### src/design/hsf_defs.svh
// Purpose: offsets, field positions, reset values and timing figures of the hot-swap fault logic
// Assumes: 32-bit Avalon-MM words, one register per aligned word
// Notes: counts in cycles are derived from these figures inside the core
`ifndef HSF_DEFS_SVH
`define HSF_DEFS_SVH
// register indexes, byte address is four times the index
`define HSF_IDX_STATUS 4'h0
`define HSF_IDX_FAULT 4'h1
`define HSF_IDX_ALERT 4'h2
`define HSF_IDX_CTRL 4'h3
`define HSF_IDX_ADC0 4'h4
`define HSF_IDX_ADC5 4'h9
// fault and status bit positions
`define HSF_F_OV 0
`define HSF_F_UV 1
`define HSF_F_OC 2
`define HSF_F_PB 3
`define HSF_F_INS 4
`define HSF_F_FS 5
`define HSF_F_GPI 6
`define HSF_F_EXT 7
// control bit positions
`define HSF_C_OVRT 0
`define HSF_C_UVRT 1
`define HSF_C_OCRT 2
`define HSF_C_HOST 3
`define HSF_C_PBRT 4
`define HSF_C_FRZ 5
`define HSF_C_CFG 6
// reset values
`define HSF_CTRL_RST 8'h03
`define HSF_ALERT_RST 8'h00
`define HSF_FAULT_RST 8'h00
// idle pin levels: supplies good, check input and external fault high
`define HSF_PIN_IDLE 11'h1c6
// timing and converter figures
`define HSF_CLK_HZ 20000000
`define HSF_TD_MS 50
`define HSF_CB_US 530
`define HSF_ADC_DHZ 73
`define HSF_SHORT_UV 2000
`define HSF_SENSE_LSB_NV 62500
`endif

### src/design/hsf_pkg.sv
// Purpose: types shared by the hot-swap fault logic
// Assumes: comparators outside turn analog levels into logic levels
// Notes: field order of the pin bundle is fixed for the bench
package hsf_pkg;
  // gate controller states
  typedef enum logic [1:0] {
    HSF_OFF,
    HSF_WAIT,
    HSF_ON
  } hsf_gate_t;

  // comparator and pin levels arriving from outside the clock domain
  typedef struct packed {
    logic on_pin;
    logic ins_det_n;
    logic uvl_above_rst;
    logic uvl_ok;
    logic uvh_ok;
    logic ov_trip;
    logic oc_limit;
    logic pg_ready;
    logic pgi_n;
    logic ext_fault_n;
    logic dual_purpose_power_good_pin_in;
  } hsf_pins_t;
endpackage : hsf_pkg

### src/design/hsf_core.sv
// Purpose: fault supervision, alert and gate policy of a hot-swap controller
// Assumes: pins arrive asynchronous; serial engine gives pulses on sys_clk_i
// Notes: registers reached over Avalon-MM, one wait state per access
`timescale 1ns/1ps
`default_nettype none
`include "hsf_defs.svh"

module hsf_core
  import hsf_pkg::*;
#(
  parameter int TD_CYC = (`HSF_CLK_HZ / 1000) * `HSF_TD_MS,
  parameter int CB_CYC = (`HSF_CLK_HZ / 1000000) * `HSF_CB_US,
  parameter int ADC_CYC = (`HSF_CLK_HZ * 10) / `HSF_ADC_DHZ / 3
) (
  input wire logic sys_clk_i,
  input wire logic reset_i,
  input wire logic [5:0] avs_address_i,
  input wire logic avs_read_i,
  input wire logic avs_write_i,
  input wire logic [31:0] avs_writedata_i,
  output logic [31:0] avs_readdata_o,
  output logic avs_waitrequest_o,
  input wire hsf_pins_t pins_i,
  input wire logic [9:0] adc_data_i,
  input wire logic adc_done_i,
  output logic [1:0] adc_chan_o,
  output logic adc_start_o,
  input wire logic ara_release_i,
  input wire logic addressed_i,
  output logic gate_on_o,
  output logic power_good_output_n_o,
  output logic dual_purpose_power_good_pin_o,
  output logic dual_purpose_power_good_pin_oe_o,
  output logic alert_n_o,
  output logic alert_oe_o
);

  // ****************************************
  // constants
  // ****************************************
  localparam logic [9:0] SHORT_CODE =
    10'((`HSF_SHORT_UV * 1000) / `HSF_SENSE_LSB_NV);
  localparam logic [23:0] TD1 = 24'(TD_CYC - 1);
  localparam logic [23:0] TD4 = 24'(4 * TD_CYC - 1);
  localparam logic [23:0] CB1 = 24'(CB_CYC - 1);
  localparam logic [23:0] AD1 = 24'(ADC_CYC - 1);

  // ****************************************
  // pin synchroniser and edges
  // ****************************************
  hsf_pins_t pin_m;
  hsf_pins_t pin_s;
  hsf_pins_t pin_d;

  // two flops before use, third only for edges
  // reset to idle levels so no false edge or fault follows reset
  always_ff @(posedge sys_clk_i or posedge reset_i) begin
    if (reset_i) begin
      pin_m <= `HSF_PIN_IDLE;
      pin_s <= `HSF_PIN_IDLE;
      pin_d <= `HSF_PIN_IDLE;
    end else begin
      pin_m <= pins_i;
      pin_s <= pin_m;
      pin_d <= pin_s;
    end
  end

  logic [7:0] fault;
  logic [7:0] alert_en;
  logic [7:0] ctrl;
  logic [7:0] acked;
  logic [7:0] adc_q [0:5];
  logic host_d;
  logic ov_skip;
  logic oc_cool;
  logic uv_p;
  logic oc_p;
  logic pb_p;
  logic fs_p;
  logic chk_done;
  logic ack_q;
  logic alert_q;
  logic pg_q;
  logic [23:0] tmr;
  logic [23:0] cbt;
  logic [23:0] adt;
  hsf_gate_t state;

  wire on_rise = pin_s.on_pin & ~pin_d.on_pin;
  wire on_fall = pin_d.on_pin & ~pin_s.on_pin;
  wire ins_chg = pin_s.ins_det_n ^ pin_d.ins_det_n;
  wire ins_fall = pin_d.ins_det_n & ~pin_s.ins_det_n;
  wire uvl_rst = ~pin_s.uvl_above_rst;
  wire uvl_ret = pin_s.uvl_above_rst & ~pin_d.uvl_above_rst;
  wire host_fall = host_d & ~ctrl[`HSF_C_HOST];

  // ****************************************
  // register bus
  // ****************************************
  // the first cycle of a request waits, the second answers
  wire req = avs_read_i | avs_write_i;
  wire take = req & ~ack_q;
  wire wr_en = avs_write_i & ack_q;
  wire [3:0] idx = avs_address_i[5:2];
  wire [7:0] wd = avs_writedata_i[7:0];
  wire wr_fault = wr_en & (idx == `HSF_IDX_FAULT);
  wire wr_alert = wr_en & (idx == `HSF_IDX_ALERT);
  wire wr_ctrl = wr_en & (idx == `HSF_IDX_CTRL);
  wire frz = ctrl[`HSF_C_FRZ];
  wire adc_hit = (idx >= `HSF_IDX_ADC0) & (idx <= `HSF_IDX_ADC5);
  wire [2:0] adc_i = 3'(idx - `HSF_IDX_ADC0);
  wire wr_adc = wr_en & adc_hit & frz;

  assign avs_waitrequest_o = take;

  // status word: present bits, insertion level, gate
  wire gpi_p = (ctrl[7:6] == 2'b11) & pin_s.dual_purpose_power_good_pin_in;
  wire [7:0] status = {state == HSF_ON, gpi_p, fs_p,
    pin_s.ins_det_n, pb_p, oc_p, uv_p, pin_s.ov_trip};

  // read selection, unmapped words read as zero
  wire [7:0] rd_mux =
    (idx == `HSF_IDX_STATUS) ? status :
    (idx == `HSF_IDX_FAULT) ? fault :
    (idx == `HSF_IDX_ALERT) ? alert_en :
    (idx == `HSF_IDX_CTRL) ? ctrl :
    adc_hit ? adc_q[adc_i] : 8'h00;

  // read data captured one cycle ahead of the answer
  always_ff @(posedge sys_clk_i or posedge reset_i) begin
    if (reset_i) begin
      ack_q <= 1'b0;
      avs_readdata_o <= 32'h0000_0000;
    end else begin
      ack_q <= take;
      if (take) begin
        avs_readdata_o <= {24'h00_0000, rd_mux};
      end
    end
  end

  // ****************************************
  // present conditions
  // ****************************************
  wire ov_p = pin_s.ov_trip;
  wire pg_on = (state == HSF_ON) & pin_s.pg_ready;
  wire oc_trip = (state == HSF_ON) & pin_s.oc_limit
    & (cbt == CB1);
  wire pb_trip = pg_on & ~chk_done & pin_s.pgi_n
    & (tmr == TD4);
  wire sense_done = adc_done_i & ~frz & (adc_chan_o == 2'd0);
  wire fs_hit = sense_done & (state != HSF_ON)
    & (adc_data_i >= SHORT_CODE);

  // undervoltage needs both pins across their levels to change
  always_ff @(posedge sys_clk_i or posedge reset_i) begin
    if (reset_i) begin
      uv_p <= 1'b0;
      oc_p <= 1'b0;
      pb_p <= 1'b0;
      fs_p <= 1'b0;
    end else begin
      if (~pin_s.uvl_ok & ~pin_s.uvh_ok) begin
        uv_p <= 1'b1;
      end else if (pin_s.uvl_ok & pin_s.uvh_ok) begin
        uv_p <= 1'b0;
      end
      // trip sets present, gate off clears it
      oc_p <= oc_trip | (oc_p & (state == HSF_ON));
      pb_p <= pb_trip | (pb_p & (state == HSF_ON));
      if (sense_done) begin
        fs_p <= fs_hit;
      end
    end
  end

  // ****************************************
  // fault register
  // ****************************************
  // events set, level conditions keep setting while present
  wire [7:0] fset = {~pin_s.ext_fault_n, gpi_p, fs_hit, ins_chg,
    pb_trip, oc_trip, (uv_p & ~uvl_rst) | (uvl_ret & ~pin_s.uvh_ok),
    ov_p};
  // bits that may not be cleared while the condition lasts
  wire [7:0] pres = {1'b0, gpi_p, fs_p, 1'b0, pb_p, oc_p, uv_p, ov_p};
  wire [7:0] f_wr = wr_fault ? (fault & (wd | pres)) : fault;
  wire [7:0] f_all = (on_fall | host_fall) ? (f_wr & pres) : f_wr;
  wire [7:0] f_ins = ins_fall ? (f_all & (pres | 8'h10)) : f_all;
  wire [7:0] f_uvl = uvl_rst ? 8'h00 : f_ins;
  wire [7:0] next_fault = f_uvl | fset;

  // set wins over every clear
  always_ff @(posedge sys_clk_i or posedge reset_i) begin
    if (reset_i) begin
      fault <= `HSF_FAULT_RST;
    end else begin
      fault <= next_fault;
    end
  end

  // ****************************************
  // alert and control registers
  // ****************************************
  // a fault already reported stays quiet until it clears
  wire [7:0] pend = fault & alert_en & ~acked;
  wire rel = ara_release_i | addressed_i;
  wire [7:0] next_acked = rel ? ((acked | alert_en) & next_fault)
    : (acked & next_fault);

  always_ff @(posedge sys_clk_i or posedge reset_i) begin
    if (reset_i) begin
      alert_en <= `HSF_ALERT_RST;
      acked <= 8'h00;
      alert_q <= 1'b0;
    end else begin
      if (wr_alert) begin
        alert_en <= wd;
      end
      acked <= next_acked;
      alert_q <= |(next_fault & alert_en & ~next_acked);
    end
  end

  // host_on follows pin edges; a pin edge beats a write
  logic next_host;
  always_comb begin
    next_host = ctrl[`HSF_C_HOST];
    if (wr_ctrl) begin
      next_host = wd[`HSF_C_HOST];
    end
    if (on_rise) begin
      next_host = 1'b1;
    end else if (on_fall) begin
      next_host = 1'b0;
    end
  end

  // host_on resets off so serial-only boards start with gate low
  always_ff @(posedge sys_clk_i or posedge reset_i) begin
    if (reset_i) begin
      ctrl <= `HSF_CTRL_RST;
      host_d <= 1'b0;
    end else begin
      if (wr_ctrl) begin
        ctrl <= wd;
      end
      ctrl[`HSF_C_HOST] <= next_host;
      host_d <= ctrl[`HSF_C_HOST];
    end
  end

  // ****************************************
  // gate policy
  // ****************************************
  // retry bits choose the present bit, else the fault bit
  wire blk_ov = ov_p | (~ctrl[`HSF_C_OVRT] & fault[`HSF_F_OV]);
  wire blk_uv = uv_p | (~ctrl[`HSF_C_UVRT] & fault[`HSF_F_UV]);
  wire blk_oc = oc_p | (~ctrl[`HSF_C_OCRT] & fault[`HSF_F_OC]);
  wire blk_pb = pb_p | (~ctrl[`HSF_C_PBRT] & fault[`HSF_F_PB]);
  wire hold = blk_ov | blk_uv | blk_oc | blk_pb;
  wire on_req = ctrl[`HSF_C_HOST] & ~pin_s.ins_det_n;
  wire ov_wr_clr = wr_fault & fault[`HSF_F_OV] & ~wd[`HSF_F_OV]
    & ~ov_p;
  wire ov_drop = ~pin_s.ov_trip & pin_d.ov_trip & ctrl[`HSF_C_OVRT];
  // cooling after a breaker trip cannot be shortened
  wire [23:0] load = oc_cool ? TD4 : TD1;
  wire wait_done = (tmr == 24'h00_0000) | (ov_skip & ~oc_cool);

  // ov_skip follows the last cause that held the gate off; oc_cool holds until the gate is on
  always_ff @(posedge sys_clk_i or posedge reset_i) begin
    if (reset_i) begin
      ov_skip <= 1'b0;
      oc_cool <= 1'b0;
    end else begin
      if (oc_trip) begin
        oc_cool <= 1'b1;
      end else if (state == HSF_ON) begin
        oc_cool <= 1'b0;
      end
      if (ov_wr_clr | ov_drop) begin
        ov_skip <= 1'b1;
      end else if ((state == HSF_ON) | blk_uv | blk_pb | blk_oc) begin
        ov_skip <= 1'b0;
      end
    end
  end

  // off, wait a delay period, on with power-bad check
  always_ff @(posedge sys_clk_i or posedge reset_i) begin
    if (reset_i) begin
      state <= HSF_OFF;
      tmr <= 24'h00_0000;
      chk_done <= 1'b0;
    end else begin
      case (state)
        HSF_OFF: begin
          chk_done <= 1'b0;
          tmr <= load;
          if (on_req & ~hold) begin
            state <= HSF_WAIT;
          end
        end
        HSF_WAIT: begin
          if (~on_req | hold) begin
            state <= HSF_OFF;
          end else if (wait_done) begin
            state <= HSF_ON;
            tmr <= 24'h00_0000;
          end else begin
            tmr <= tmr - 24'h00_0001;
          end
        end
        HSF_ON: begin
          if (~on_req | hold | oc_trip | pb_trip) begin
            state <= HSF_OFF;
          end else if (pg_on & ~chk_done) begin
            if (~pin_s.pgi_n) begin
              chk_done <= 1'b1;
            end
            tmr <= tmr + 24'h00_0001;
          end
        end
        default: begin
          state <= HSF_OFF;
        end
      endcase
    end
  end

  // breaker timer runs while the current limit is engaged
  always_ff @(posedge sys_clk_i or posedge reset_i) begin
    if (reset_i) begin
      cbt <= 24'h00_0000;
    end else if ((state == HSF_ON) & pin_s.oc_limit & ~oc_trip) begin
      cbt <= cbt + 24'h00_0001;
    end else begin
      cbt <= 24'h00_0000;
    end
  end

  // ****************************************
  // converter sequencing and results
  // ****************************************
  // start pulse every third of the refresh period
  always_ff @(posedge sys_clk_i or posedge reset_i) begin
    if (reset_i) begin
      adt <= 24'h00_0000;
      adc_start_o <= 1'b0;
      adc_chan_o <= 2'd0;
    end else begin
      adc_start_o <= (adt == AD1) & ~frz;
      adt <= (adt == AD1) ? 24'h00_0000 : adt + 24'h00_0001;
      if (adc_done_i & ~frz) begin
        adc_chan_o <= (adc_chan_o == 2'd2) ? 2'd0
          : adc_chan_o + 2'd1;
      end
    end
  end

  // result pair: upper eight bits, then two bits left aligned
  wire [2:0] pair = {adc_chan_o, 1'b0};
  always_ff @(posedge sys_clk_i or posedge reset_i) begin
    if (reset_i) begin
      for (int i = 0; i < 6; i++) begin
        adc_q[i] <= 8'h00;
      end
    end else if (wr_adc) begin
      adc_q[adc_i] <= wd;
    end else if (adc_done_i & ~frz & (adc_chan_o != 2'd3)) begin
      adc_q[pair] <= adc_data_i[9:2];
      adc_q[3'(pair + 3'd1)] <= {adc_data_i[1:0], 6'h00};
    end
  end

  // ****************************************
  // pins out
  // ****************************************
  always_ff @(posedge sys_clk_i or posedge reset_i) begin
    if (reset_i) begin
      pg_q <= 1'b0;
    end else begin
      pg_q <= pg_on & ~pb_trip & ~oc_trip;
    end
  end

  // dual pin is open drain: low level only, enable picks mode
  wire [1:0] cfg = ctrl[7:6];
  assign dual_purpose_power_good_pin_o = 1'b0;
  assign dual_purpose_power_good_pin_oe_o = (cfg == 2'b00) ? pg_q :
    (cfg == 2'b01) ? ~pg_q :
    (cfg == 2'b10) ? ~alert_en[`HSF_F_GPI] : 1'b0;
  assign power_good_output_n_o = ~pg_q;
  assign gate_on_o = (state == HSF_ON);
  assign alert_n_o = 1'b0;
  assign alert_oe_o = alert_q;

endmodule : hsf_core
`default_nettype wire

### config.mk
export PLATFORM = sky130hd
export DESIGN_NAME = hsf_core
export DESIGN_NICKNAME = d
export VERILOG_FILES = /design/src/design/hsf_pkg.sv /design/src/design/hsf_core.sv
export VERILOG_INCLUDE_DIRS = /design/src /design/src/design
export SDC_FILE = /design/constraint.sdc
export NUM_CORES = 1
export LEC_CHECK = 0
export BUFFER_PORTS_ARGS = -buffer_cell sky130_fd_sc_hd__buf_2
export CORE_ASPECT_RATIO = 0.9
export CORE_MARGIN = 4
export CORE_UTILIZATION = 45
export DETAILED_ROUTE_END_ITERATION = 10
export PLACE_DENSITY_LB_ADDON = 0.08
export SLEW_MARGIN = 10
export SYNTH_ARGS = -nofsm -noshare
export SYNTH_HDL_FRONTEND = slang
export SYNTH_SLANG_ARGS = --single-unit
export TNS_END_PERCENT = 100
### constraint.sdc
create_clock -name sys_clk_i -period 6.6 [get_ports sys_clk_i]
set_input_delay 0.66 -clock sys_clk_i [delete_from_list [all_inputs] [get_ports sys_clk_i]]
set_output_delay 0.66 -clock sys_clk_i [all_outputs]
set_load 0.05 [all_outputs]
# == Word level (Yosys, flattened, before mapping) ==
# Cells that the tools add are included.
# word_totals
elab_cells,272
ff_bits,202
# classes
bitwise_logic,107
reduce_logical,19
mux,54
n_addsub,7
n_eq_ne,21
magnitude_cmp,9
# op_table
op,count
48-bit bitwise mux,3
24-bit 2-to-1 mux,6
8-bit 2-to-1 mux,15
48-bit 2-to-1 mux,2
24-bit by 1-bit adder with 24-bit output (second input constant),3
8-bit demux with 3-bit select,3
24-bit case mux with 3 select lines,1
1-bit AND,47
8-bit AND,5
8-bit binary-select mux with 3-bit select,1
24-bit by 14-bit equality test with 1-bit output (second input constant),1
24-bit by 20-bit equality test with 1-bit output (second input constant),1
24-bit by 22-bit equality test with 1-bit output (second input constant),1
24-bit zero test,1
1-bit inverter,24
24-bit by 1-bit subtractor with 24-bit output (second input constant),1
22-bit 2-to-1 mux,1
1-bit bitwise OR,21
8-bit by 7-bit AND with 8-bit output,2
8-bit bitwise OR,2
1-bit 2-to-1 mux,15
4-bit greater-or-equal comparator (second input constant),3
4-bit by 1-bit < comparator with 1-bit output (second input constant),3
2-bit inequality test (second input constant),6
27 further kinds,49

# == Logic depth before layout (Yosys ltp) ==
# Gate-level depths: netlist (run 1).
# logic_depth
word_depth,16
mapped_depth,11
mapped_depth_nobuf,8

# == Worst setup path before layout (run 1) ==
# Ideal clock, no wire load.
# synth_timing
path_kind,input to register
startpoint,input avs_address_i[3]
endpoint,register adc_q[24] (netlist name)
setup_ns,0.146
t_required_ns,6.454
setup_slack_ns,3.866
path_stages,7
arrival_ns,2.588
n_path_buf,2
path_cell_list,clkbuf_1 > or3b_2 > a21oi_1 > nor4b_1 > nor2_1 > clkbuf_1 > o221ai_1
# synth_via
elab_chain_len,8
word_cells_on_any_way,15
classes_between,add/sub: 1; order compare: 4; mux: 4; bitwise: 4; reduce/logical: 2
# synth_lines
element,line,text
start: declaration,hsf_core.sv:17,"input wire logic [5:0] avs_address_i,"
3-bit subtractor (no source line),n/a,
3-bit inverter with 4-bit output (not written as such),hsf_core.sv:369,adc_q[adc_i] <= wd;
4-bit greater-or-equal comparator (not written as such) or 4-bit by 1-bit < comparator with 1-bit output (tied branches),hsf_core.sv:369,
1-bit logical AND (not written as such),hsf_core.sv:369,
8-bit 2-to-1 mux (not written as such),hsf_core.sv:369,
8-bit demux with 3-bit select,hsf_core.sv:369,
48-bit bitwise mux,hsf_core.sv:369,
48-bit 2-to-1 mux,hsf_core.sv:368,end else if (wr_adc) begin
end signal: indexed assignment,hsf_core.sv:369,
end signal: indexed assignment,hsf_core.sv:371,adc_q[pair] <= adc_data_i[9:2];
end signal: indexed assignment,hsf_core.sv:372,"adc_q[3'(pair + 3'd1)] <= {adc_data_i[1:0], 6'h00};"
end: declaration,hsf_core.sv:73,logic [7:0] adc_q [0:5];
# Parallel ways exist; a longest one is shown, timed or not.
# A chain may end at the register's enable or synchronous reset.

# == Worst setup path after layout (run 1) ==
# layout_timing
startpoint,register cbt[19]
endpoint,register tmr[9]
# layout_via
elab_chain_len,6
# layout_lines
element,line,text
start: declaration,hsf_core.sv:86,logic [23:0] cbt;
start signal: assignment,hsf_core.sv:336,cbt <= cbt + 24'h00_0001;
24-bit by 14-bit equality test with 1-bit output,hsf_core.sv:149,& (cbt == CB1);
1-bit AND,hsf_core.sv:149,
1-bit bitwise OR (2 in series),hsf_core.sv:315,if (~on_req | hold | oc_trip | pb_trip) begin
2-bit inequality test (no source line),n/a,
4-bit AND reduction (no source line),n/a,
end signal: assignment,hsf_core.sv:299,tmr <= load;
end signal: assignment,hsf_core.sv:311,tmr <= tmr - 24'h00_0001;
end signal: assignment,hsf_core.sv:321,tmr <= tmr + 24'h00_0001;
end: declaration,hsf_core.sv:85,logic [23:0] tmr;
# Every way passes these cells.

==> flow_metrics.tcl, run 1 <==
set metrics [dict create \
    outcome "complete, no violations" \
    yosys-top-cells-area "dfrtp_1 44%, nand2_1 4.7%, nor2_1 3.5%, o21ai_0 3.3%, dfstp_2 3.2%" \
    fmax_mhz 301 \
    post_cts_resize_count 0 \
    cts_tree "done" \
    post-dp-hpwl_mm 19.4 \
    synth_top_area_cell "dfrtp_1" \
    coreArea_mm2 0.0233 \
    timing.final.ws_setup_ps 3270 \
    dr.first_iter.drc_count 663 \
    cp_data_required_time_ps 7010 \
    io_buffers 55 \
    setup_violations 0 \
    arrival_ps 3730 \
    hold_path_class "primary input to async pin" \
    syn-cell-area_mm2 0.0107 \
    drc 0 \
    ys_dominant_reg_cell "dfrtp_1" \
    slew_viol_final 0 \
    p_leak_nw 5.10 \
    cts.clk_slew.worst_paths_ps 60 \
    syn_avg_cell_area_um2 9.49 \
    synthArstFlopShare 1.00 \
    drtPass1Iterations 5 \
    ant_nets 0 \
    endpoint_kind "flip-flop" \
    nFillCells 2190 \
    met1_length_mm 13.7 \
    clkSinkCount 202 \
    rsz0062_at_grt "false" \
    worst_pin_slew_ps 1050 \
    ys_seq_elements 202 \
    vdd_drop_max_mv 0.284 \
    syn_inst 1124 \
    cp-start-kind "flip-flop" \
    grt_pass1_vias 8269 \
    hold_buffers 0 \
    area_growth_pct 10.4 \
    drt-total-wl_mm 28.2 \
    wl_per_cell_um 19.2 \
    fin_nets 1234 \
    worstSetupPathType "flip-flop to flip-flop" \
    die_y_um 154 \
    setup_tns_ps 0 \
    top_layer_used "met4" \
    drt-vias-per-instance 5.78 \
    cts_buffer_depth 3 \
    hold_viol 0 \
    synth.distinct_cells 70 \
    grt_pass1_wl_mm 46.2 \
    route.vias.total 8520 \
    post_cts_buffers 0 \
    grt_max_degree 75 \
    track_usage 0.217 \
    grt_overflow 0 \
    cts_max_level 1 \
    place_congestion 0.845 \
    fin_crit_ps 3330 \
    root_buffer "clkbuf_16" \
    dp_slack_ps 3160 \
    grt_antenna_before_repair 0 \
    crit_start "cbt[19]$_DFF_PP0_" \
    synth_edf_count 0 \
    fp.dieW_um 170 \
    core.rowCount 53 \
    drive_above_1_share 0.127 \
    dr_wl_met3_mm 1.25 \
    ios 108 \
    p_per_area_mw_per_mm2 344 \
    rr_worst_depth 6 \
    ys_seq_area_frac 0.475 \
    drv_cap 0 \
    rrSetupSlack_ps 3270 \
    numCtsBuffers 23 \
    yosys_warnings 0 \
    initial_core_util 0.457 \
    wl_met2_mm 12.6 \
    die-area_mm2 0.0262 \
    relSlewSlack 0.297 \
    r2r_start "cbt[19]$_DFF_PP0_" \
    crit_path_max_fanout 21 \
    diodes 0 \
    synth_top_area_frac 0.443 \
    fin_skew_ps 12.0 \
    period_share 0.504 \
    reg2reg_to "tmr[9]$_DFFE_PP0P_" \
    clk_latency_ps 520 \
]
-- routing by layer --
metal / global-route usage / vias to the layer above
li1: - / 4062
met1: 0.331 / 4183
met2: 0.330 / 233
met3: 0.0252 / 42
met4: 0.0529 / 0
met5: 0 / -
-- where the power goes --
group | total [mW] | internal, mW | switching, mW
combinational | 1.20 | 0.430 | 0.771
sequential | 1.66 | 1.44 | 0.212
clock | 1.20 | 0.684 | 0.512
total | 4.05 | 2.56 | 1.50
-- placed cells by master, fill, tap and decap left out, types with 12 or more instances in the layout --
cell type | netlist | final
mux2i_1 | 17 | 17
o21ai_0 | 71 | 71
nor3_1 | 33 | 33
buf_4 | 27 | 15
clkbuf_16 | 0 | 23
xnor2_1 | 30 | 30
dfrtp_1 | 189 | 189
nor4_1 | 13 | 13
ha_1 | 13 | 13
conb_1 | 1 | 26
dfstp_2 | 13 | 13
buf_2 | 3 | 55
a32oi_1 | 14 | 14
o221ai_1 | 12 | 12
nand4_1 | 22 | 22
a22o_1 | 12 | 12
nand3_1 | 41 | 41
xor2_1 | 29 | 29
a21oi_1 | 46 | 45
nand2_1 | 135 | 135
inv_1 | 38 | 37
nor2_1 | 99 | 99
and3_1 | 20 | 20
mux2_2 | 18 | 18
-- synthesized netlist by cell type (27+ instances only) --
cell      instances
nand2_1         135
xnor2_1          30
o21ai_0          71
dfrtp_1         189
nand3_1          41
a21oi_1          46
nor2_1           99
clkbuf_1         46
inv_1            38
nor3_1           33
buf_4            27
xor2_1           29
-- layout make-up --
cell class	instances	area (µm²)	share of cell area
Sequential cell	202	5070	0.431
Clock buffer	36	654	0.0556
Timing Repair Buffer	70	388	0.0329
Clock inverter	5	42.5	0.00361
Tap cell	302	378	0.0321
Inverter	38	150	0.0127
Multi-Input combinational cell	820	5090	0.432
-- logic make-up (layout without fill, tap and decap cells) --
kind of cell | Yosys count | in the layout | share of synthesized area
adder cells (fa/ha/maj) | 13 | 13 | 0.0152
flip-flops | 202 | 202 | 0.475
multiplexers | 43 | 43 | 0.0518
buffers and inverters | 127 | 149 | 0.0565
XOR/XNOR | 59 | 59 | 0.0484
AND/OR/NAND/NOR | 429 | 429 | 0.196
other | 1 | 26 | 0.000351
AO/OA/AOI/OAI | 250 | 250 | 0.157
-- critical path, stage by stage, from the launching register on --
cell and delay [ps]:
dfrtp_1 420, or4_1 510, or4_1 530, or3_4 390
a41oi_2 860, nor2_1 240, a22o_1 260
-- flip-flops by register name, indices dropped and copies added (netlist names), 4 cells and up --
name / cells
adc_q: 48
adt: 24
cbt: 24
tmr: 24
pin_m: 11
pin_s: 10
acked: 8
alert_en: 8
avs_readdata_o: 8
ctrl: 8
fault: 8
pin_d: 4
-- how the worst max path moves through the flow --
| stage | cells past startpoint | endpoint | slack (ps) |
|---|---|---|---|
| 2_1_floorplan | 1 | ack_q$_DFF_PP0_ | 450 |
| 3_3_place_gp | 7 | adc_q[17]$_DFFE_PP0P_ | 3180 |
| 3_5_place_dp | 7 | adc_q[17]$_DFFE_PP0P_ | 3160 |
| 4_1_cts | 6 | tmr[9]$_DFFE_PP0P_ | 3300 |
| 5_1_grt | 6 | tmr[9]$_DFFE_PP0P_ | 3060 |
| 6_report | 6 | tmr[9]$_DFFE_PP0P_ | 3270 |
-- per-stage QoR --
step | power (mW) | instances | area [µm²] | util | hold slack [ps]
2_1_floorplan | 2.57 | 1149 | 10800 | - | 331
3_3_place_gp | 2.85 | 1432 | 11100 | 0.475 | 333
3_5_place_dp | 2.87 | 1432 | 11100 | 0.475 | 336
4_1_cts | 4.09 | 1473 | 11800 | 0.505 | 178
5_1_grt | 4.31 | 1473 | 11800 | 0.505 | 194
6_report | 4.05 | 1473 | 11800 | 0.505 | 169
Power figures use the tool's default switching activity.
==> inputs of run 2 (changes only) <==
ABC_AREA = 1   (was default)
clock period = 2.85 ns   (was 6.6 ns; I/O delays follow)
==> flow_metrics.tcl, run 2 <==
set metrics [dict create \
    p_leak_nw 6.16 \
    endpoint_kind "flip-flop" \
    drt-total-wl_mm 33.8 \
    grt_overflow 0 \
    ys_seq_elements 202 \
    hold_viol 0 \
    final_common_cell "nand2_1" \
    drtPass1Iterations 5 \
    post_cts_buffers 0 \
    p_sw_frac 0.373 \
    initial_core_util 0.462 \
    p_clk_frac 0.340 \
    syn_inst 1615 \
    p_sw_mw 3.74 \
    largest-register "adc_q" \
    rsz0062_at_grt "false" \
    ys_dominant_reg_cell "dfrtp_1" \
    largest_register_ffs 48 \
    cts.clk_slew.worst_paths_ps 60 \
    track_usage 0.237 \
    clk_latency_ps 540 \
    cp-start-kind "flip-flop" \
    p_total_mw 10.0 \
    synth.distinct_cells 46 \
    r2r_start "state[0]$_DFFE_PP0P_" \
    clkSinkCount 202 \
    diodes 0 \
    cts_max_level 1 \
    slew_viol_final 0 \
    post_cts_resize_count 0 \
    fp.dieW_um 178 \
    fin_crit_ps 2450 \
    die-area_mm2 0.0287 \
    synth_edf_count 0 \
    synth_top_area_frac 0.403 \
    die_y_um 161 \
    relSlewSlack 0.433 \
    p_per_area_mw_per_mm2 755 \
    hold_path_class "primary input to flip-flop" \
    hp-start "adc_data_i[8]" \
    worstSetupPathType "flip-flop to flip-flop" \
    fin_skew_ps 19.3 \
    grt_antenna_before_repair 0 \
    post-dp-hpwl_mm 24.7 \
    crit_path_max_fanout 26 \
    cts_tree "done" \
    area_growth_pct 13.3 \
    ant_nets 0 \
    drt-vias-per-instance 5.27 \
    syn_avg_cell_area_um2 7.27 \
    final_core_util 0.524 \
    cp_data_required_time_ps 3240 \
    synth_common_cells "403 x nand2_1, 207 x nor2_1, 190 x inv_1" \
    drv_cap 0 \
    grt_pass1_vias 10200 \
    outcome "complete, no violations" \
    seq_power_share 0.376 \
    yosysMostFrequentCell "nand2_1" \
    core.rowCount 55 \
    dr.first_iter.drc_count 891 \
    root_buffer "clkbuf_16" \
    place_congestion 0.952 \
    fmax_mhz 408 \
    syn-cell-area_mm2 0.0117 \
    p_int_mw 6.30 \
    drc 0 \
    arrival_ps 2840 \
    drive_above_1_share 0.107 \
    grt_max_degree 79 \
    period_share 0.859 \
    wl_per_cell_um 16.5 \
    synth_top_area_cell "dfrtp_1" \
    yosys_warnings 0 \
    yosys-top-cells-area "dfrtp_1 40%, nand2_1 13%, nand3_1 6.9%, nor2_1 6.6%, inv_1 6.1%" \
    p_comb_frac 0.284 \
    grt_pass1_wl_mm 55.3 \
    route.vias.total 10800 \
    ios 108 \
    numCtsBuffers 24 \
    cts_buffer_depth 3 \
    fin_nets 1767 \
    final_cell_mix "403 x nand2_1, 207 x nor2_1, 189 x inv_1, 189 x dfrtp_1, 163 x nand3_1" \
    vdd_drop_max_mv 0.532 \
    crit_start "state[0]$_DFFE_PP0P_" \
    ys_seq_area_frac 0.432 \
    setup_violations 0 \
    synthArstFlopShare 1.00 \
    worst_pin_slew_ps 845 \
    coreArea_mm2 0.0254 \
    io_buffers 55 \
]
run 2: changes by cell type in the layout (fill, tap and decap cells not counted), sizes merged, moves of 11 or more:
| cell | previous run | this run |
|---|---|---|
| o21ai | 72 | 114 |
| mux2 | 18 | 0 |
| a32oi | 14 | 0 |
| and3 | 20 | 0 |
| nor2 | 99 | 221 |
| nor2b | 11 | 0 |
| nand2 | 135 | 414 |
| inv | 39 | 202 |
| nand4 | 22 | 43 |
| a22o | 12 | 0 |
| xnor2 | 30 | 6 |
| mux2i | 17 | 0 |
| dlygate4sd3 | 0 | 12 |
| nand3 | 41 | 167 |
run 2: stage by stage:
step | setup TNS [ps] | std cells | setup slack [ps] | hold WS [ps] | instance area [µm²]
finish | 0 | 2048 | 401 | 65.6 | 13300
global route | 0 | 2048 | 57.2 | 76.3 | 13300
CTS | 0 | 2048 | 381 | 46.7 | 13300
detailed placement | 0 | 1992 | 425 | 336 | 12300
global placement | 0 | 1992 | 483 | 337 | 12300
floorplan | -7690 | 1640 | -40.7 | 289 | 11800
run 2: critical path: stages, from the launching register on:
cell and delay (ps):
dfrtp_1 390, inv_1 100, ha_1 170, buf_4 340, nand2_1 90, inv_1 90, nand4_1 340, nand3_2 240
nand2_1 80, nand2_2 330, o21ai_1 130
run 2: layout make-up:
cell class	instances	area, µm²
fill	2490	12100
timing repair buffer	90	593
multi-input combinational	1166	5540
sequential	202	5070
clock inverter	13	229
tap	342	428
inverter	204	772
clock buffer	31	667
run 2: path summary, 6_finish.rpt:
path	end	slack, ps	depth (start not counted)
setup / recovery	tmr[6]$_DFFE_PP0P_	400	10
hold / removal	adc_q[30]$_DFFE_PP0P_	70	3
setup reg to reg	tmr[6]$_DFFE_PP0P_	400	10
hold reg to reg	pin_s[9]$_DFF_PP0_	350	0
max in group asynchronous	adc_q[24]$_DFFE_PP0P_	1520	4
min in group asynchronous	fault[1]$_DFF_PP0_	430	3
run 2: power groups by stage:
stage,Clock [mW],Sequential (mW),Combinational [mW]
floorplan,0,3.75,2.20
global placement,0,3.80,2.78
detailed placement,0,3.81,2.82
CTS,3.50,3.76,2.84
global route,3.62,3.83,3.21
finish,3.41,3.77,2.85
run 2: routing by layer:
metal	wire length [µm]	global-route usage	vias to the layer above	part of all wire
li1	-	-	5349	-
met1	16500	0.367	5080	0.49
met2	14700	0.357	328	0.44
met3	1990	0.0309	40	0.059
met4	594	0.0467	0	0.018
met5	0	0	-	0
run 2: logic make-up (layout without fill, tap and decap cells):
| group | count (synthesis) | after routing | synth area share |
|---|---|---|---|
| other | 1 | 26 | 0.000319 |
| and+or+nand+nor | 887 | 887 | 0.327 |
| DFF | 202 | 202 | 0.432 |
| xor gates and xnor gates | 28 | 28 | 0.0209 |
| AOI/OAI and AO/OA | 212 | 212 | 0.102 |
| adders and majority gates | 13 | 13 | 0.0139 |
| buffers and inverters | 272 | 338 | 0.104 |
run 2: timing repair:
| item | in CTS | in global routing |
|---|---|---|
| hold endpoints to repair | 33 | 0 |
| setup endpoints to repair | 0 | 0 |
| hold buffers | 12 | 0 |
==> inputs of run 3 (changes only) <==
CELL_PAD_IN_SITES_DETAIL_PLACEMENT = 1   (was default)
CELL_PAD_IN_SITES_GLOBAL_PLACEMENT = 1   (was default)
CORE_UTILIZATION = 40   (was 45)
==> flow_metrics.tcl, run 3 (synthesis gave the netlist of run 2 again) <==
set metrics [dict create \
    diodes 0 \
    numCtsBuffers 24 \
    grt_antenna_before_repair 0 \
    post_cts_buffers 0 \
    drive_above_1_share 0.108 \
    hold_path_class "primary input to flip-flop" \
    drt-vias-per-instance 5.27 \
    timing.final.ws_setup_ps 527 \
    cts_buffer_depth 3 \
    place_congestion 0.877 \
    post-dp-hpwl_mm 28.3 \
    crit_start "tmr[1]$_DFFE_PP0P_" \
    clk_latency_ps 540 \
    ant_nets 0 \
    area_growth_pct 13.2 \
    setup_violations 0 \
    slew_viol_final 0 \
    final_core_util 0.459 \
    regArea_mm2 0.00507 \
    outcome "complete, no violations" \
    cp_data_required_time_ps 3260 \
    vdd_drop_max_mv 0.510 \
    fin_crit_ps 2320 \
    core.rowCount 59 \
    worst_pin_slew_ps 735 \
    fmax_mhz 430 \
    largest-register "adc_q" \
    die_y_um 171 \
    r2r_start "tmr[1]$_DFFE_PP0P_" \
    reg2reg_to "tmr[15]$_DFFE_PP0P_" \
    p_per_area_mw_per_mm2 736 \
    drtPass1Iterations 5 \
    track_usage 0.238 \
    drt-total-wl_mm 38.0 \
    fin_skew_ps 14.5 \
    wl_per_cell_um 18.1 \
    rr_worst_depth 10 \
    dr.first_iter.drc_count 755 \
    largest_register_ffs 48 \
    p_leak_nw 6.12 \
    grt_max_degree 82 \
    fp.dieW_um 189 \
    cts_max_level 1 \
    rrSetupSlack_ps 530 \
    relSlewSlack 0.508 \
    cts.clk_slew.worst_paths_ps 70 \
    coreArea_mm2 0.0289 \
    cp-start-kind "flip-flop" \
    clkSinkCount 202 \
    hold_buffers 12 \
    die-area_mm2 0.0322 \
    rsz0062_at_grt "false" \
    drc 0 \
    period_share 0.815 \
    worstSetupPathType "flip-flop to flip-flop" \
    dp_slack_ps 442 \
    grt_pass1_vias 11300 \
    placed_cell_area_mm2 0.0124 \
    ios 108 \
    crit_path_max_fanout 20 \
    arrival_ps 2730 \
    cts_tree "done" \
    fin_area_mm2 0.0133 \
    route.vias.total 11100 \
    grt_pass1_wl_mm 61.8 \
    critPathCapture "tmr[15]$_DFFE_PP0P_" \
    final_common_cell "nand2_1" \
    hold_viol 0 \
    grt_overflow 0 \
    fin_nets 1770 \
    multi_input_area_mm2 0.00554 \
    nFillCells 3714 \
    final_cell_mix "403 x nand2_1, 207 x nor2_1, 189 x inv_1, 189 x dfrtp_1, 163 x nand3_1" \
    root_buffer "clkbuf_16" \
    drv_cap 0 \
    post_cts_resize_count 0 \
    initial_core_util 0.406 \
    io_buffers 55 \
    endpoint_kind "flip-flop" \
]
[run 3: cell count changes in the layout (fill, tap and decap cells not counted), sizes merged]
| cell | change |
|---|---|
| clkinv | +2 |
| clkbuf | -1 |
| buf | +3 |
| bufinv | -4 |
| clkinvlp | +3 |
[run 3: worst min-delay path by stage]
stage / startpoint / endpoint / slack (ps) / depth (start not counted)
5_1_grt: adc_data_i[6] / adc_q[44]$_DFFE_PP0P_ / 70 / 3
6_report: adc_data_i[8] / adc_q[30]$_DFFE_PP0P_ / 60 / 3
4_1_cts: adc_data_i[8] / adc_q[30]$_DFFE_PP0P_ / 40 / 3
2_1_floorplan: pins_i[1] / pin_m[1]$_DFF_PP1_ / 290 / 0
3_3_place_gp: reset_i / acked[0]$_DFF_PP0_ / 300 / 2
3_5_place_dp: reset_i / acked[0]$_DFF_PP0_ / 300 / 2
[run 3: through the flow]
| step | instances | total power, mW | hold WS, ps | TNS [ps] |
|---|---|---|---|---|
| after floorplan | 1640 | 5.95 | 289 | -7690 |
| after global placement | 2049 | 6.68 | 300 | 0 |
| after detailed placement | 2049 | 6.78 | 299 | 0 |
| after CTS | 2105 | 9.88 | 37.3 | 0 |
| after global routing | 2105 | 10.4 | 66.7 | 0 |
| final | 2105 | 9.79 | 60.1 | 0 |
[run 3: layout make-up]
cell class / instances / area share
Multi-Input combinational cell: 1166 / 0.417
Tap cell: 396 / 0.0373
Sequential cell: 202 / 0.381
Timing Repair Buffer: 93 / 0.0482
Clock buffer: 30 / 0.0484
Clock inverter: 14 / 0.0101
Inverter: 204 / 0.0581
[run 3: power by group]
group          switching [mW]  internal (mW)  leakage (nW)
combinational            2.13          0.861          3.15
sequential              0.441           3.34          2.59
clock                    1.30           1.71         0.372
total                    3.87           5.91          6.12
[run 3: routing by layer]
metal,share of wire,GRT usage,vias to the layer above
li1,-,-,5348
met1,0.49,0.350,5456
met2,0.44,0.373,238
met3,0.052,0.0345,54
met4,0.020,0.0573,0
met5,0,0,-
[run 3: worst max-delay path: stages (launching register included)]
cell,delay (ps)
dfrtp_1,390
ha_1,270
nand2_1,110
nor2_2,210
nand2_2,140
inv_2,140
nand3_2,180
nand3_2,160
nand2_1,70
nand2_2,350
o21ai_1,140
